==> config.mk <==
export PLATFORM = sky130hd
export DESIGN_NAME = pcrb_bank
export DESIGN_NICKNAME = d
export VERILOG_FILES = /design/src/pcrb_pkg.sv /design/src/pcrb_bank.sv
export VERILOG_INCLUDE_DIRS = /design/src
export SDC_FILE = /design/constraint.sdc
export NUM_CORES = 1
export LEC_CHECK = 0
export BUFFER_PORTS_ARGS = -buffer_cell sky130_fd_sc_hd__buf_2
export CAP_MARGIN = 20
export CORE_MARGIN = 2
export CORE_UTILIZATION = 45
export DETAILED_ROUTE_END_ITERATION = 16
export PLACE_DENSITY = 0.7
export SYNTH_ARGS = -nofsm -noshare
export SYNTH_HDL_FRONTEND = slang
export SYNTH_SLANG_ARGS = --single-unit
==> constraint.sdc <==
create_clock -name ref_clk_in -period 2.5 [get_ports ref_clk_in]
set_clock_uncertainty 0.1 [all_clocks]
set_input_delay 0.25 -clock ref_clk_in [delete_from_list [all_inputs] [get_ports ref_clk_in]]
set_output_delay 0.25 -clock ref_clk_in [all_outputs]
set_load 0.05 [all_outputs]
==> src/pcrb_map.svh <==
// Purpose: Offsets, field positions, reset values and fixed codes of the PLL configuration bank
// Assumes: Registers are sixteen bits, numbered by the pointer byte
// Notes:   Included by its bare name
`ifndef PCRB_MAP_SVH
`define PCRB_MAP_SVH

// Register numbers
`define PCRB_LOOP_FILTER_AND_PUMP        8'h00
`define PCRB_REFERENCE_DIVIDER_AND_FB_HI 8'h01
`define PCRB_FEEDBACK_DIVIDERS_LOW       8'h02
`define PCRB_STATUS_RESET_PRESCALERS     8'h03
`define PCRB_LAST_REG                    8'h14

// Register 0 fields
`define PCRB_CAP_MSB      9
`define PCRB_CAP_LSB      7
`define PCRB_RES_MSB      6
`define PCRB_RES_LSB      4
`define PCRB_PUMP_MSB     3
`define PCRB_PUMP_LSB     1
`define PCRB_REG0_KEEP    16'h03FE

// Register 1 and 2 fields
`define PCRB_REFDIV_MSB   15
`define PCRB_REFDIV_LSB   2
`define PCRB_FBHI_MSB     1
`define PCRB_FBLO_MSB     15
`define PCRB_FBLO_LSB     8
`define PCRB_FB2_MSB      7

// Register 3 fields
`define PCRB_B_REFCLK     12
`define PCRB_B_LOSS       11
`define PCRB_B_LOCK       10
`define PCRB_A_REFCLK     9
`define PCRB_A_LOSS       8
`define PCRB_A_LOCK       7
`define PCRB_SOFT_RST     6
`define PCRB_SYNC_REL     5
`define PCRB_VCO_CAL      4
`define PCRB_PS2_MSB      3
`define PCRB_PS2_LSB      2
`define PCRB_PS1_MSB      1
`define PCRB_REG3_KEEP    16'h1FFF

// Reset values
`define PCRB_REG0_RST     16'h0000
`define PCRB_REG1_RST     16'h0000
`define PCRB_REG2_RST     16'h0000
`define PCRB_REG3_RST     16'h0060

// Slave address upper five bits
`define PCRB_SLAVE_FIXED  5'h15

`endif

==> src/pcrb_pkg.sv <==
// Purpose: Types of the PLL configuration bank
// Assumes: Constants live in pcrb_map.svh
// Notes:   Serial engine states only
package pcrb_pkg;
   typedef enum logic [1:0] {PCRB_IDLE, PCRB_ADDR, PCRB_WRITE, PCRB_READ} pcrb_state_type;
endpackage : pcrb_pkg
==> src/pcrb_bank.sv <==
// Purpose: I2C slave holding PLL configuration registers 0 to 3
// Assumes: scl and sda inputs are synchronous to ref_clk_in and much slower
// Notes:   Registers 4 to 20 answer but read zero and ignore writes
// Operation
// Answer only address 10101 followed by the two address pins.
// Direction bit one reads from device, zero writes to it.
// Acknowledge is data low, not-acknowledge is data released high.
// Twenty-one registers addressable; 0-3 PLL, 4 inputs, 5-20 outputs.
// Host writes zeros into reserved top bits of registers 0 and 3.
// Register 0 bit 0 always reads zero whatever is written.
// Register 0 bits 9:7 choose loop filter capacitor.
// Register 0 bits 6:4 choose loop filter resistor.
// Register 0 bits 3:1 choose charge pump current.
// Register 1 bits 15:2 reference divider, ratio is value plus one.
// First feedback divider is reg1[1:0] over reg2[15:8], ratio plus one.
// Register 2 bits 7:0 second feedback divider, ratio plus one.
// Register 3 bits 12:10 enable refclk, loss, lock on status pin B.
// Register 3 bits 9:7 enable refclk, loss, lock on status pin A.
// Register 3 bit 6 low holds device in reset, registers kept.
// Register 3 bit 5 low forces output divider synchronization.
// Register 3 bit 4 high enables PLL and VCO calibration.
// Register 3 bits 3:2 second prescaler 4, 5, 6; code 11 reserved.
// Register 3 bits 1:0 first prescaler, same coding, feeds feedback.
// Registers are sixteen bits sent as two bytes, high byte first.
// Host avoids reserved prescaler code and unlisted select codes.
`include "pcrb_map.svh"
`timescale 1ns/100ps
module pcrb_bank (
   // Clock and reset
   input  wire logic        ref_clk_in,
   input  wire logic        nrst_in,
   // Serial pins and address straps
   input  wire logic        scl_in,
   input  wire logic        sda_in,
   output logic             sda_out,
   output logic             sda_oe_out,
   input  wire logic        addr_pin_high_in,
   input  wire logic        addr_pin_low_in,
   // Indications from the PLL
   input  wire logic        refclk_sel_in,
   input  wire logic        ref_loss_in,
   input  wire logic        pll_lock_in,
   // Status pins
   output logic             status_a_out,
   output logic             status_b_out,
   // Analog settings
   output logic [2:0]       filter_cap_select_out,
   output logic [2:0]       filter_res_select_out,
   output logic [2:0]       pump_current_select_out,
   output logic [14:0]      reference_divider_ratio_out,
   output logic [10:0]      feedback_first_ratio_out,
   output logic [8:0]       feedback_second_ratio_out,
   output logic [2:0]       prescaler_first_ratio_out,
   output logic [2:0]       prescaler_second_ratio_out,
   // Device controls
   output logic             soft_reset_active_out,
   output logic             divider_sync_force_out,
   output logic             vco_calibration_enable_out
);

   pcrb_pkg::pcrb_state_type state;
   logic        scl_q;
   logic        sda_q;
   logic [3:0]  cnt;
   logic [7:0]  shift;
   logic [7:0]  tx;
   logic [7:0]  ptr;
   logic [7:0]  wr_hi;
   logic [1:0]  wbyte;
   logic        rd_lo;
   logic        ack_pend;
   logic        strap_done;
   logic [1:0]  strap;
   logic [15:0] regs [0:3];
   logic        scl_rise;
   logic        scl_fall;
   logic        start_cond;
   logic        stop_cond;
   logic        byte_done;
   logic        slot_done;
   logic        commit;
   logic [7:0]  in_byte;
   logic [7:0]  next_ptr;
   logic [2:0]  ind;
   logic [15:0] rd_cur;
   logic [15:0] rd_next;

   // Register contents by number, unimplemented ones read zero
   function automatic logic [15:0] pcrb_read(input logic [7:0] p);
      logic [15:0] v;
      v = 16'h0000;
      if (p <= `PCRB_STATUS_RESET_PRESCALERS) begin
         v = regs[p[1:0]];
      end
      return v;
   endfunction : pcrb_read

   // Prescaler code to divide ratio, reserved code gives zero
   function automatic logic [2:0] pcrb_ps_ratio(input logic [1:0] c);
      logic [2:0] r;
      r = 3'h0;
      if (c != 2'h3) begin
         r = 3'h4 + {1'b0, c};
      end
      return r;
   endfunction : pcrb_ps_ratio

   // Bus event decoding
   assign scl_rise   = scl_in & ~scl_q;
   assign scl_fall   = ~scl_in & scl_q;
   assign start_cond = scl_in & scl_q & sda_q & ~sda_in;
   assign stop_cond  = scl_in & scl_q & ~sda_q & sda_in;
   assign in_byte    = {shift[6:0], sda_in};
   assign byte_done  = scl_rise && (cnt == 4'h7);
   assign slot_done  = scl_rise && (cnt == 4'h8);
   assign commit     = byte_done && (state == pcrb_pkg::PCRB_WRITE) && (wbyte == 2'h2);
   assign next_ptr   = ptr + 8'h01;

   // Words at the pointer and the one after it, re-read whenever a register changes
   always_comb begin
      rd_cur  = pcrb_read(ptr);
      rd_next = pcrb_read(next_ptr);
   end

   // Previous pin levels
   always_ff @(posedge ref_clk_in or negedge nrst_in) begin
      if (!nrst_in) begin
         scl_q <= 1'b1;
         sda_q <= 1'b1;
      end else begin
         scl_q <= scl_in;
         sda_q <= sda_in;
      end
   end

   // Address straps caught once after reset release
   always_ff @(posedge ref_clk_in or negedge nrst_in) begin
      if (!nrst_in) begin
         strap      <= 2'h0;
         strap_done <= 1'b0;
      end else if (!strap_done) begin
         strap      <= {addr_pin_high_in, addr_pin_low_in};
         strap_done <= 1'b1;
      end
   end

   // Serial protocol engine
   always_ff @(posedge ref_clk_in or negedge nrst_in) begin
      if (!nrst_in) begin
         state    <= pcrb_pkg::PCRB_IDLE;
         cnt      <= 4'h0;
         shift    <= 8'h00;
         tx       <= 8'h00;
         ptr      <= 8'h00;
         wr_hi    <= 8'h00;
         wbyte    <= 2'h0;
         rd_lo    <= 1'b0;
         ack_pend <= 1'b0;
      end else if (start_cond) begin
         state    <= pcrb_pkg::PCRB_ADDR;
         cnt      <= 4'h0;
         ack_pend <= 1'b0;
      end else if (stop_cond) begin
         state    <= pcrb_pkg::PCRB_IDLE;
         ack_pend <= 1'b0;
      end else if (scl_rise && state != pcrb_pkg::PCRB_IDLE) begin
         if (cnt == 4'h8) begin
            cnt      <= 4'h0;
            ack_pend <= 1'b0;
         end else begin
            cnt   <= cnt + 4'h1;
            shift <= in_byte;
         end
         unique case (state)
            pcrb_pkg::PCRB_ADDR: begin
               if (byte_done) begin
                  if (in_byte[7:1] == {`PCRB_SLAVE_FIXED, strap}) begin
                     ack_pend <= 1'b1;
                     wbyte    <= 2'h0;
                     rd_lo    <= 1'b0;
                     tx       <= rd_cur[15:8];
                     state    <= in_byte[0] ? pcrb_pkg::PCRB_READ : pcrb_pkg::PCRB_WRITE;
                  end else begin
                     state <= pcrb_pkg::PCRB_IDLE;
                  end
               end
            end
            pcrb_pkg::PCRB_WRITE: begin
               if (byte_done) begin
                  ack_pend <= 1'b1;
                  unique case (wbyte)
                     2'h0: begin
                        ptr   <= in_byte;
                        wbyte <= 2'h1;
                     end
                     2'h1: begin
                        wr_hi <= in_byte;
                        wbyte <= 2'h2;
                     end
                     default: begin
                        ptr   <= next_ptr;
                        wbyte <= 2'h1;
                     end
                  endcase
               end
            end
            pcrb_pkg::PCRB_READ: begin
               if (slot_done) begin
                  if (ack_pend) begin
                     tx    <= rd_cur[15:8];        // Address slot keeps high byte first
                  end else if (sda_in) begin
                     state <= pcrb_pkg::PCRB_IDLE;
                  end else if (!rd_lo) begin
                     tx    <= rd_cur[7:0];
                     rd_lo <= 1'b1;
                  end else begin
                     tx    <= rd_next[15:8];
                     ptr   <= next_ptr;
                     rd_lo <= 1'b0;
                  end
               end
            end
            default: begin
               state <= pcrb_pkg::PCRB_IDLE;
            end
         endcase
      end
   end

   // Register file, reserved bits held at zero
   always_ff @(posedge ref_clk_in or negedge nrst_in) begin
      if (!nrst_in) begin
         regs[0] <= `PCRB_REG0_RST;
         regs[1] <= `PCRB_REG1_RST;
         regs[2] <= `PCRB_REG2_RST;
         regs[3] <= `PCRB_REG3_RST;
      end else if (commit && ptr <= `PCRB_STATUS_RESET_PRESCALERS) begin
         unique case (ptr[1:0])
            2'h0: regs[0] <= {wr_hi, in_byte} & `PCRB_REG0_KEEP;
            2'h1: regs[1] <= {wr_hi, in_byte};
            2'h2: regs[2] <= {wr_hi, in_byte};
            2'h3: regs[3] <= {wr_hi, in_byte} & `PCRB_REG3_KEEP;
         endcase
      end
   end

   // Open-drain data drive, set while clock is low, released at start or stop
   always_ff @(posedge ref_clk_in or negedge nrst_in) begin
      if (!nrst_in) begin
         sda_oe_out <= 1'b0;
      end else if (start_cond || stop_cond) begin
         sda_oe_out <= 1'b0;
      end else if (scl_fall) begin
         if (cnt == 4'h8) begin
            sda_oe_out <= ack_pend;
         end else if (state == pcrb_pkg::PCRB_READ) begin
            sda_oe_out <= ~tx[3'h7 - cnt[2:0]];
         end else begin
            sda_oe_out <= 1'b0;
         end
      end
   end

   assign sda_out = 1'b0;

   // Status pin routing
   assign ind          = {refclk_sel_in, ref_loss_in, pll_lock_in};
   assign status_b_out = |(ind & regs[3][`PCRB_B_REFCLK:`PCRB_B_LOCK]);
   assign status_a_out = |(ind & regs[3][`PCRB_A_REFCLK:`PCRB_A_LOCK]);

   // Analog setting fields
   assign filter_cap_select_out   = regs[0][`PCRB_CAP_MSB:`PCRB_CAP_LSB];
   assign filter_res_select_out   = regs[0][`PCRB_RES_MSB:`PCRB_RES_LSB];
   assign pump_current_select_out = regs[0][`PCRB_PUMP_MSB:`PCRB_PUMP_LSB];
   assign reference_divider_ratio_out =
      {1'b0, regs[1][`PCRB_REFDIV_MSB:`PCRB_REFDIV_LSB]} + 15'h0001;
   assign feedback_first_ratio_out =
      {1'b0, regs[1][`PCRB_FBHI_MSB:0], regs[2][`PCRB_FBLO_MSB:`PCRB_FBLO_LSB]} + 11'h001;
   assign feedback_second_ratio_out = {1'b0, regs[2][`PCRB_FB2_MSB:0]} + 9'h001;
   assign prescaler_second_ratio_out = pcrb_ps_ratio(regs[3][`PCRB_PS2_MSB:`PCRB_PS2_LSB]);
   assign prescaler_first_ratio_out  = pcrb_ps_ratio(regs[3][`PCRB_PS1_MSB:0]);

   // Device controls
   assign soft_reset_active_out      = ~regs[3][`PCRB_SOFT_RST];
   assign divider_sync_force_out     = ~regs[3][`PCRB_SYNC_REL];
   assign vco_calibration_enable_out = regs[3][`PCRB_VCO_CAL];

   // Checks
   a_addr_match: assert property (@(posedge ref_clk_in) disable iff (!nrst_in)
      (state == pcrb_pkg::PCRB_ADDR && byte_done && !start_cond && !stop_cond
       && in_byte[7:1] == {`PCRB_SLAVE_FIXED, strap}) |=> ack_pend)
      else $error("matching address not acknowledged");
   a_addr_miss: assert property (@(posedge ref_clk_in) disable iff (!nrst_in)
      (state == pcrb_pkg::PCRB_ADDR && byte_done && !start_cond && !stop_cond
       && in_byte[7:1] != {`PCRB_SLAVE_FIXED, strap}) |=> state == pcrb_pkg::PCRB_IDLE && !ack_pend)
      else $error("foreign address answered");
   a_dir_read: assert property (@(posedge ref_clk_in) disable iff (!nrst_in)
      (state == pcrb_pkg::PCRB_ADDR && byte_done && !start_cond && !stop_cond
       && in_byte == {`PCRB_SLAVE_FIXED, strap, 1'b1}) |=> state == pcrb_pkg::PCRB_READ)
      else $error("read direction not taken");
   a_ack_drive: assert property (@(posedge ref_clk_in) disable iff (!nrst_in)
      (scl_fall && cnt == 4'h8 && ack_pend && !start_cond && !stop_cond) |=> sda_oe_out && !sda_out)
      else $error("acknowledge not driven low");
   a_reg0_bit0: assert property (@(posedge ref_clk_in) disable iff (!nrst_in)
      regs[0][0] == 1'b0 && regs[0][15:10] == 6'h00)
      else $error("register 0 fixed bits not zero");
   a_high_ignored: assert property (@(posedge ref_clk_in) disable iff (!nrst_in)
      (commit && ptr > `PCRB_STATUS_RESET_PRESCALERS) |=> $stable(regs[3]) && $stable(regs[0]))
      else $error("write beyond bank changed registers");
   a_word_pair: assert property (@(posedge ref_clk_in) disable iff (!nrst_in)
      (commit && ptr == `PCRB_REFERENCE_DIVIDER_AND_FB_HI && !start_cond && !stop_cond)
      |=> regs[1] == {$past(wr_hi), $past(in_byte)})
      else $error("word not assembled high byte first");
   a_soft_reset: assert property (@(posedge ref_clk_in) disable iff (!nrst_in)
      (commit && ptr == `PCRB_STATUS_RESET_PRESCALERS && !in_byte[`PCRB_SOFT_RST] && !start_cond && !stop_cond)
      |=> soft_reset_active_out ##1 soft_reset_active_out || commit)
      else $error("soft reset not held");
   a_sync_force: assert property (@(posedge ref_clk_in) disable iff (!nrst_in)
      (commit && ptr == `PCRB_STATUS_RESET_PRESCALERS && !in_byte[`PCRB_SYNC_REL] && !start_cond && !stop_cond)
      |=> divider_sync_force_out)
      else $error("divider sync not forced");
   a_status_a: assert property (@(posedge ref_clk_in) disable iff (!nrst_in)
      (pll_lock_in && regs[3][`PCRB_A_LOCK]) |-> status_a_out)
      else $error("lock not shown on pin A");
   a_ps_ratio: assert property (@(posedge ref_clk_in) disable iff (!nrst_in)
      (regs[3][`PCRB_PS1_MSB:0] == 2'h1) |-> prescaler_first_ratio_out == 3'h5)
      else $error("first prescaler ratio wrong");

endmodule : pcrb_bank

==> summary.md, run 1 <==
| Metric | Value |
|---|---|
| Ports | `between 60 and 70` |
| Worst skew pair latency | `approximately 0.36 ns` |
| EDFF count, synth | `0` |
| Unrepaired setup endpoints after global routing | `false` |
| LEAKAGE | `3.34 nW` |
| Site Rows | `42` |
| Largest family of logic cells by synthesized area | `multiplexers` |
| Layout area overhead | `14.4%` |
| Clock sinks | `roughly 100` |
| Crit Path Max Fanout | `4` |
| Core area | `13200 sq um` |
| Count of pins over their slew limit | `0` |
| Starting density of the core | `between 40% and 50%` |
| First-pass GRT wire length | `24.9 mm` |
| Initial antenna violation count | `0` |
| Yosys top cell area share | `between 40 and 50%` |
| H-tree depth | `3` |
| MaxCap Viol Count | `0` |
| Synth Warn # | `0` |
| Cell taking the most area after synthesis | `dfrtp_1` |
| Commonest cells in the netlist | `dfrtp_1 (97), mux2_2 (48), nand2_1 (42), a21oi_1 (32), o21ai_0 (29)` |
| Clock transition time at the flip-flop clock pins of the worst setup and hold paths | `0.07 ns` |
| Placed cell areas | `around 6600 sq um` |
| Worst hold start | `addr_pin_high_in` |
| Flop-to-flop setup slack | `0.16 ns` |
| Reg2reg start | `ptr[1]` |
| Synth Area in Adders | `under 10%` |
| Asr flop ratio synth | `100%` |
| Synth Area in Simple Gates | `14.8%` |
| Final hold vios | `0` |
| Max Freq | `approximately 0.41 GHz` |
| Setup WS post-layout | `0.0859 ns` |
| Register area share after synthesis | `a little over two fifths` |
| Status | `complete, no violations` |
| RR Endpoint | `tx[2]` |
| Clk root buf | `clkbuf_16` |
| Die W | `120 um` |
| Die Span Y | `roughly 120 um` |
| HPWL after DPL | `roughly 11 mm` |
| Power density over the cells | `approximately 540 nW/um^2` |
| Aggregate negative setup slack | `0 ns` |
| Hold Path Cell Cnt | `2` |
| Total GRT Usage | `22.6%` |
| Area contributors post-synth | `dfrtp_1 (40%), mux2_2 (8.9%), mux2_4 (5.7%)` |
| # fillers | `1206` |
| Number of iterations in the first detailed-routing pass | `5` |
| Compound-cell area share of the yosys netlist | `10.3%` |
| Peak VDD IR | `approximately 0.36 mV` |
| Post-route cell area | `~6900 sq um` |
| WL final | `around 16 mm` |
| Pre-CTS setup slack | `0.0845 ns` |
| Slew HR | `roughly 53%` |
| Reg2Reg Depth | `8` |
| Overall Power | `~3.8 mW` |
| Via density | `approximately 5.7` |
| Final Cycle Share | `96.6%` |
| Largest net degree at the start of global routing | `54` |
| Diode count | `0` |
| Port bufs | `64` |
| Area occupied by multi-input gates | `around 3200 sq um` |
| First DRT Iteration DRCs | `326` |
| Most frequent cell after synthesis | `dfrtp_1` |
| Vias | `between 4k and 5k` |
| Remaining DRCs | `0` |
| Cells after synthesis | `~560` |
| Type of the most critical hold path | `input port to flip-flop` |
| Vias in the first global route | `~4.5k` |
| Top_reg_cell synth | `dfrtp_1` |
| Synth Area per Inst | `~11 sq um` |
| CTS buffer count | `9` |
| WP data required | `about 2.2 ns` |
| Hold slack | `around 0.038 ns` |
| Final setup fails | `0` |
| Register area | `between 2000 and 3000 sq um` |
| Worst Setup Start Kind | `flip-flop` |
| Critical path startpoint | `regs[38]` |
| Die ar. | `14400 sq um` |
| Crit. End Element | `output pin` |
| Antenna-violating nets left | `0` |
| CP arrival | `roughly 2.1 ns` |
| Layout cell share with drive strength beyond 1 | `approximately a third` |
| Crit path kind | `flip-flop to output pin` |
| CTS tree | `built` |
| Hold Crit Endpoint | `strap[1]` |
| Seq cells post-synth | `101` |
| CTS max path bufs | `2` |
| Worst Max-Slew Pin Slew | `0.709 ns` |
| Routed wire per std cell | `a little under 20 um` |
| Mapped Nets | `578` |
| Post-Synthesis Cell Area | `6040 sq um` |
| Global placer's final weighted congestion | `between 0.8 and 0.9` |
| Post-synthesis mux area share | `a little over a fifth` |
| Grt ovf | `0` |
| Nets | `approximately 650` |
| Synth Area in XOR/XNOR | `around 4.4%` |
| Post-route minimum period | `roughly 2.4 ns` |
| Unique masters post-synth | `slightly below 60` |
## state kept, by name (all words and copies together), names as in the netlist, 2 cells and up
signal                   count
tx                           8
filter_cap_select_out        3
ptr                          8
wr_hi                        8
shift                        7
state                        2
regs                        44
cnt                          4
wbyte                        2
filter_res_select_out        3
strap                        2
pump_current_select_out      3
## timing repair
| action | in CTS | in global routing |
|---|---|---|
| resized for setup | 1 | 9 |
| buffers inserted | 2 | 0 |
| hold buffers | 2 | 0 |
| pin swaps | 0 | 1 |
| endpoints found under the hold margin | 50 | 0 |
| endpoints found under the setup margin | 1 | 10 |
## placed cells by master (no fill, tap or decap), types with 12 or more instances in the layout
cell type and count:
dfrtp_1 95, buf_2 62, mux2_2 48, nand2_1 42
a21oi_1 32, o21ai_0 29, buf_4 28, nand3_1 26
nor2_1 26, mux2_4 23, xnor2_1 21, inv_1 20
mux4_2 13, ha_1 13, nor2b_1 12
## kinds of logic after synthesis
| kind of cell | count (synthesis) |
|---|---|
| AND/OR/NAND/NOR | 163 |
| flip-flops | 101 |
| AO/OA/AOI/OAI | 98 |
| multiplexers | 93 |
| buffers and inverters | 56 |
| XOR/XNOR | 30 |
| adder cells (fa/ha/maj) | 13 |
| other | 2 |
## worst max-delay path by stage
stage / to / slack [ns] / cells after the start
3_5_place_dp: ptr[2] / 0.08 / 9
3_3_place_gp: ptr[5] / 0.19 / 9
4_1_cts: reference_divider_ratio_out[11] / 0.03 / 7
6_report: reference_divider_ratio_out[11] / 0.09 / 7
5_1_grt: reference_divider_ratio_out[11] / 0.005 / 7
2_1_floorplan: reference_divider_ratio_out[11] / 0.10 / 6
## where the power goes
group,leakage (nW),internal [mW],total (mW),switching [mW]
Clock,0.128,0.689,1.34,0.651
Sequential,1.36,1.72,1.79,0.0688
Combinational,1.85,0.237,0.624,0.387
## routing by layer
layer	vias up	GRT usage, %	share of wire [%]
met4	0	8.75	2.8
met2	127	36.3	49
met3	31	5.56	5.2
li1	2131	-	-
met1	2275	29.6	43
met5	-	0	0
## worst max-delay path, stage by stage, from the launching register on
cell,delay (ns)
dfrtp_1,0.41
and3_4,0.21
and2_4,0.15
and3_4,0.19
and4_4,0.24
nand3_1,0.09
xnor2_1,0.20
buf_4,0.23
## through the flow
step,std cells,utilization [%]
after floorplan,556,-
after global placement,785,49.8
after detailed placement,785,49.8
after CTS,805,52.2
after global routing,805,52.4
final,805,52.4
## cell type report
| class | count | share of cell area (%) |
|---|---|---|
| Inverter | 20 | 1.09 |
| Sequential cell | 101 | 36.7 |
| Timing Repair Buffer | 93 | 8.11 |
| Multi-Input combinational cell | 399 | 46.9 |
| Clock buffer | 11 | 3.37 |
| Tap cell | 176 | 3.19 |
| Clock inverter | 5 | 0.634 |
No activity file was read; power rests on OpenSTA's default activity.
==> run 2, diff against run 1 <==
--- a/config.mk
+++ b/config.mk
@@ -12,6 +12,7 @@
 export CORE_UTILIZATION = 45
 export DETAILED_ROUTE_END_ITERATION = 16
 export PLACE_DENSITY = 0.7
+export RECOVER_POWER = 100
 export SYNTH_ARGS = -nofsm -noshare
 export SYNTH_HDL_FRONTEND = slang
 export SYNTH_SLANG_ARGS = --single-unit
==> summary.md, run 2 (synthesis gave the netlist of run 1 again) <==
| Metric | Value |
|---|---|
| Status | `complete, no violations` |
| Grt ovf | `0 (unchanged)` |
| Crit path kind | `flip-flop to output pin` |
| # fillers | `1260 (+4.5%)` |
| Die W | `120 um (unchanged)` |
| WP data required | `2.15 ns (about the same)` |
| CTS tree | `built` |
| Count of pins over their slew limit | `0 (unchanged)` |
| Layout cell share with drive strength beyond 1 | `22.7% (-11 points)` |
| Leading cell type in the layout, fill and taps excluded | `dfrtp_1` |
| Post-route minimum period | `2.41 ns (-0.00487 ns)` |
| Placed cell areas | `6570 sq um (unchanged)` |
| Core area | `13200 sq um (unchanged)` |
| Unrepaired setup endpoints after global routing | `false` |
| Diode count | `0 (unchanged)` |
| Max Freq | `0.415 GHz (+0.20%)` |
| Port bufs | `64 (unchanged)` |
| Ports | `66 (unchanged)` |
| Final hold vios | `0 (unchanged)` |
| HPWL after DPL | `11.3 mm (unchanged)` |
| Clk root buf | `clkbuf_16` |
| Peak VDD IR | `0.360 mV (-0.40%)` |
| CTS max path bufs | `2 (unchanged)` |
| Total GRT Usage | `22.6% (unchanged)` |
| Aggregate negative setup slack | `0 ns (unchanged)` |
| Post-route cell area | `6740 sq um (-2.5%)` |
| CP arrival | `2.06 ns (about the same)` |
| Worst Max-Slew Pin Slew | `1.37 ns (+0.665 ns)` |
| Clock transition time at the flip-flop clock pins of the worst setup and hold paths | `0.07 ns (about the same)` |
| Layout area overhead | `11.6%` |
| Vias in the first global route | `4515 (unchanged)` |
| Clock sinks | `101 (unchanged)` |
| Die ar. | `14400 sq um (unchanged)` |
| Worst Setup Start Kind | `flip-flop` |
| Flop-to-flop setup slack | `0.11 ns (-0.05 ns)` |
| Number of iterations in the first detailed-routing pass | `5 (unchanged)` |
| Starting density of the core | `45.8% (unchanged)` |
| Final Cycle Share | `96.4% (-0.19 points)` |
| Nets | `646 (unchanged)` |
| Initial antenna violation count | `0 (unchanged)` |
| Crit. End Element | `output pin` |
| Crit Path Max Fanout | `4 (unchanged)` |
| Largest net degree at the start of global routing | `54 (unchanged)` |
| Antenna-violating nets left | `0 (unchanged)` |
| Die Span Y | `120 um (unchanged)` |
| Global placer's final weighted congestion | `0.846 (unchanged)` |
| Routed wire per std cell | `19.4 um (-0.11%)` |
| Worst skew pair latency | `0.36 ns (about the same)` |
| LEAKAGE | `3.07 nW (-8.0%)` |
| Commonest non-fill, non-tap cells in the layout | `dfrtp_1 (95), mux2_2 (48), clkbuf_1 (48), nand2_1 (43), a21oi_1 (32)` |
| Slew HR | `8.36% (-44 points)` |
| MaxCap Viol Count | `0 (unchanged)` |
| Site Rows | `42 (unchanged)` |
| Max reg flops | `44 (unchanged)` |
| Final setup fails | `0 (unchanged)` |
| H-tree depth | `3 (unchanged)` |
| First-pass GRT wire length | `24.9 mm (unchanged)` |
| First DRT Iteration DRCs | `369 (+13%)` |
| Vias | `4539 (-0.55%)` |
| CTS buffer count | `9 (unchanged)` |
| WL final | `15.6 mm (-0.11%)` |
| Power density over the cells | `554 nW/um^2 (+2.0%)` |
| Reg with most FFs | `regs` |
| Remaining DRCs | `0 (unchanged)` |
| Via density | `5.64 (-0.55%)` |
| Type of the most critical hold path | `input port to flip-flop` |
## run 2: cell count changes in the layout (fill, tap and decap cells not counted), sizes merged
| cell | delta |
|---|---|
| buf | -64 |
| clkbuf | +64 |
## run 2: final cells by class
class	count	area [sq um]	share of cell area, %
multi-input cells	399	3150	46.7
repair buffers	93	483	7.17
flip-flops and latches	101	2530	37.6
well taps	176	220	3.27
clock inverters	5	43.8	0.650
clock buffers	11	233	3.45
inverters	20	75.1	1.11
## run 2: report_power, final
| group | internal (mW) | total (mW) | switching, mW |
|---|---|---|---|
| clock | 0.689 | 1.34 | 0.646 |
| combinational | 0.225 | 0.607 | 0.382 |
| sequential | 1.72 | 1.79 | 0.0688 |
## run 2: routing by layer
metal / global-route usage [%] / part of all wire [%] / vias to the layer above
met5: 0 / 0 / -
met4: 8.75 / 2.7 / 0
met3: 5.56 / 4.4 / 29
met2: 36.3 / 49 / 105
met1: 29.6 / 44 / 2278
li1: - / - / 2127
## run 2: path summary, 6_finish.rpt
kind | start | to | cells past startpoint
worst max-delay path | regs[38] | reference_divider_ratio_out[11] | 7
worst min-delay path | addr_pin_low_in | strap[0] | 2
worst max register to register | cnt[1] | filter_res_select_out[0] | 5
worst min register to register | tx[5] | tx[5] | 2
max in group asynchronous | nrst_in | regs[42] | 3
min in group asynchronous | nrst_in | wbyte[0] | 2
## run 2: worst max-delay path, stage by stage, from the launching register on
cell     delay (ns)
dfrtp_1        0.41
and3_4         0.21
and2_4         0.15
and3_4         0.19
and4_4         0.24
nand3_1        0.09
xnor2_1        0.20
buf_4          0.23
## run 2: metrics by stage
| step | cells | hold WS [ns] | setup WS, ns | total power [mW] | util (%) |
|---|---|---|---|---|---|
| final | 805 | 0.0415 | 0.0907 | 3.73 | 51.1 |
| after global routing | 805 | 0.0340 | 0.00203 | 3.90 | 51.1 |
| after CTS | 805 | 0.0329 | 0.0262 | 3.78 | 52.2 |
| after detailed placement | 785 | 0.247 | 0.0845 | 2.44 | 49.8 |
| after global placement | 785 | 0.243 | 0.187 | 2.42 | 49.8 |
| after floorplan | 556 | -0.146 | 0.104 | 2.15 | - |
## run 2: what timing repair did
item,in CTS,in global routing
hold endpoints to repair,50,0
hold buffers,2,0
buffers inserted,2,0
gates resized for setup,1,9
setup endpoints to repair,1,10
gates cloned,0,0
pin swaps,0,1
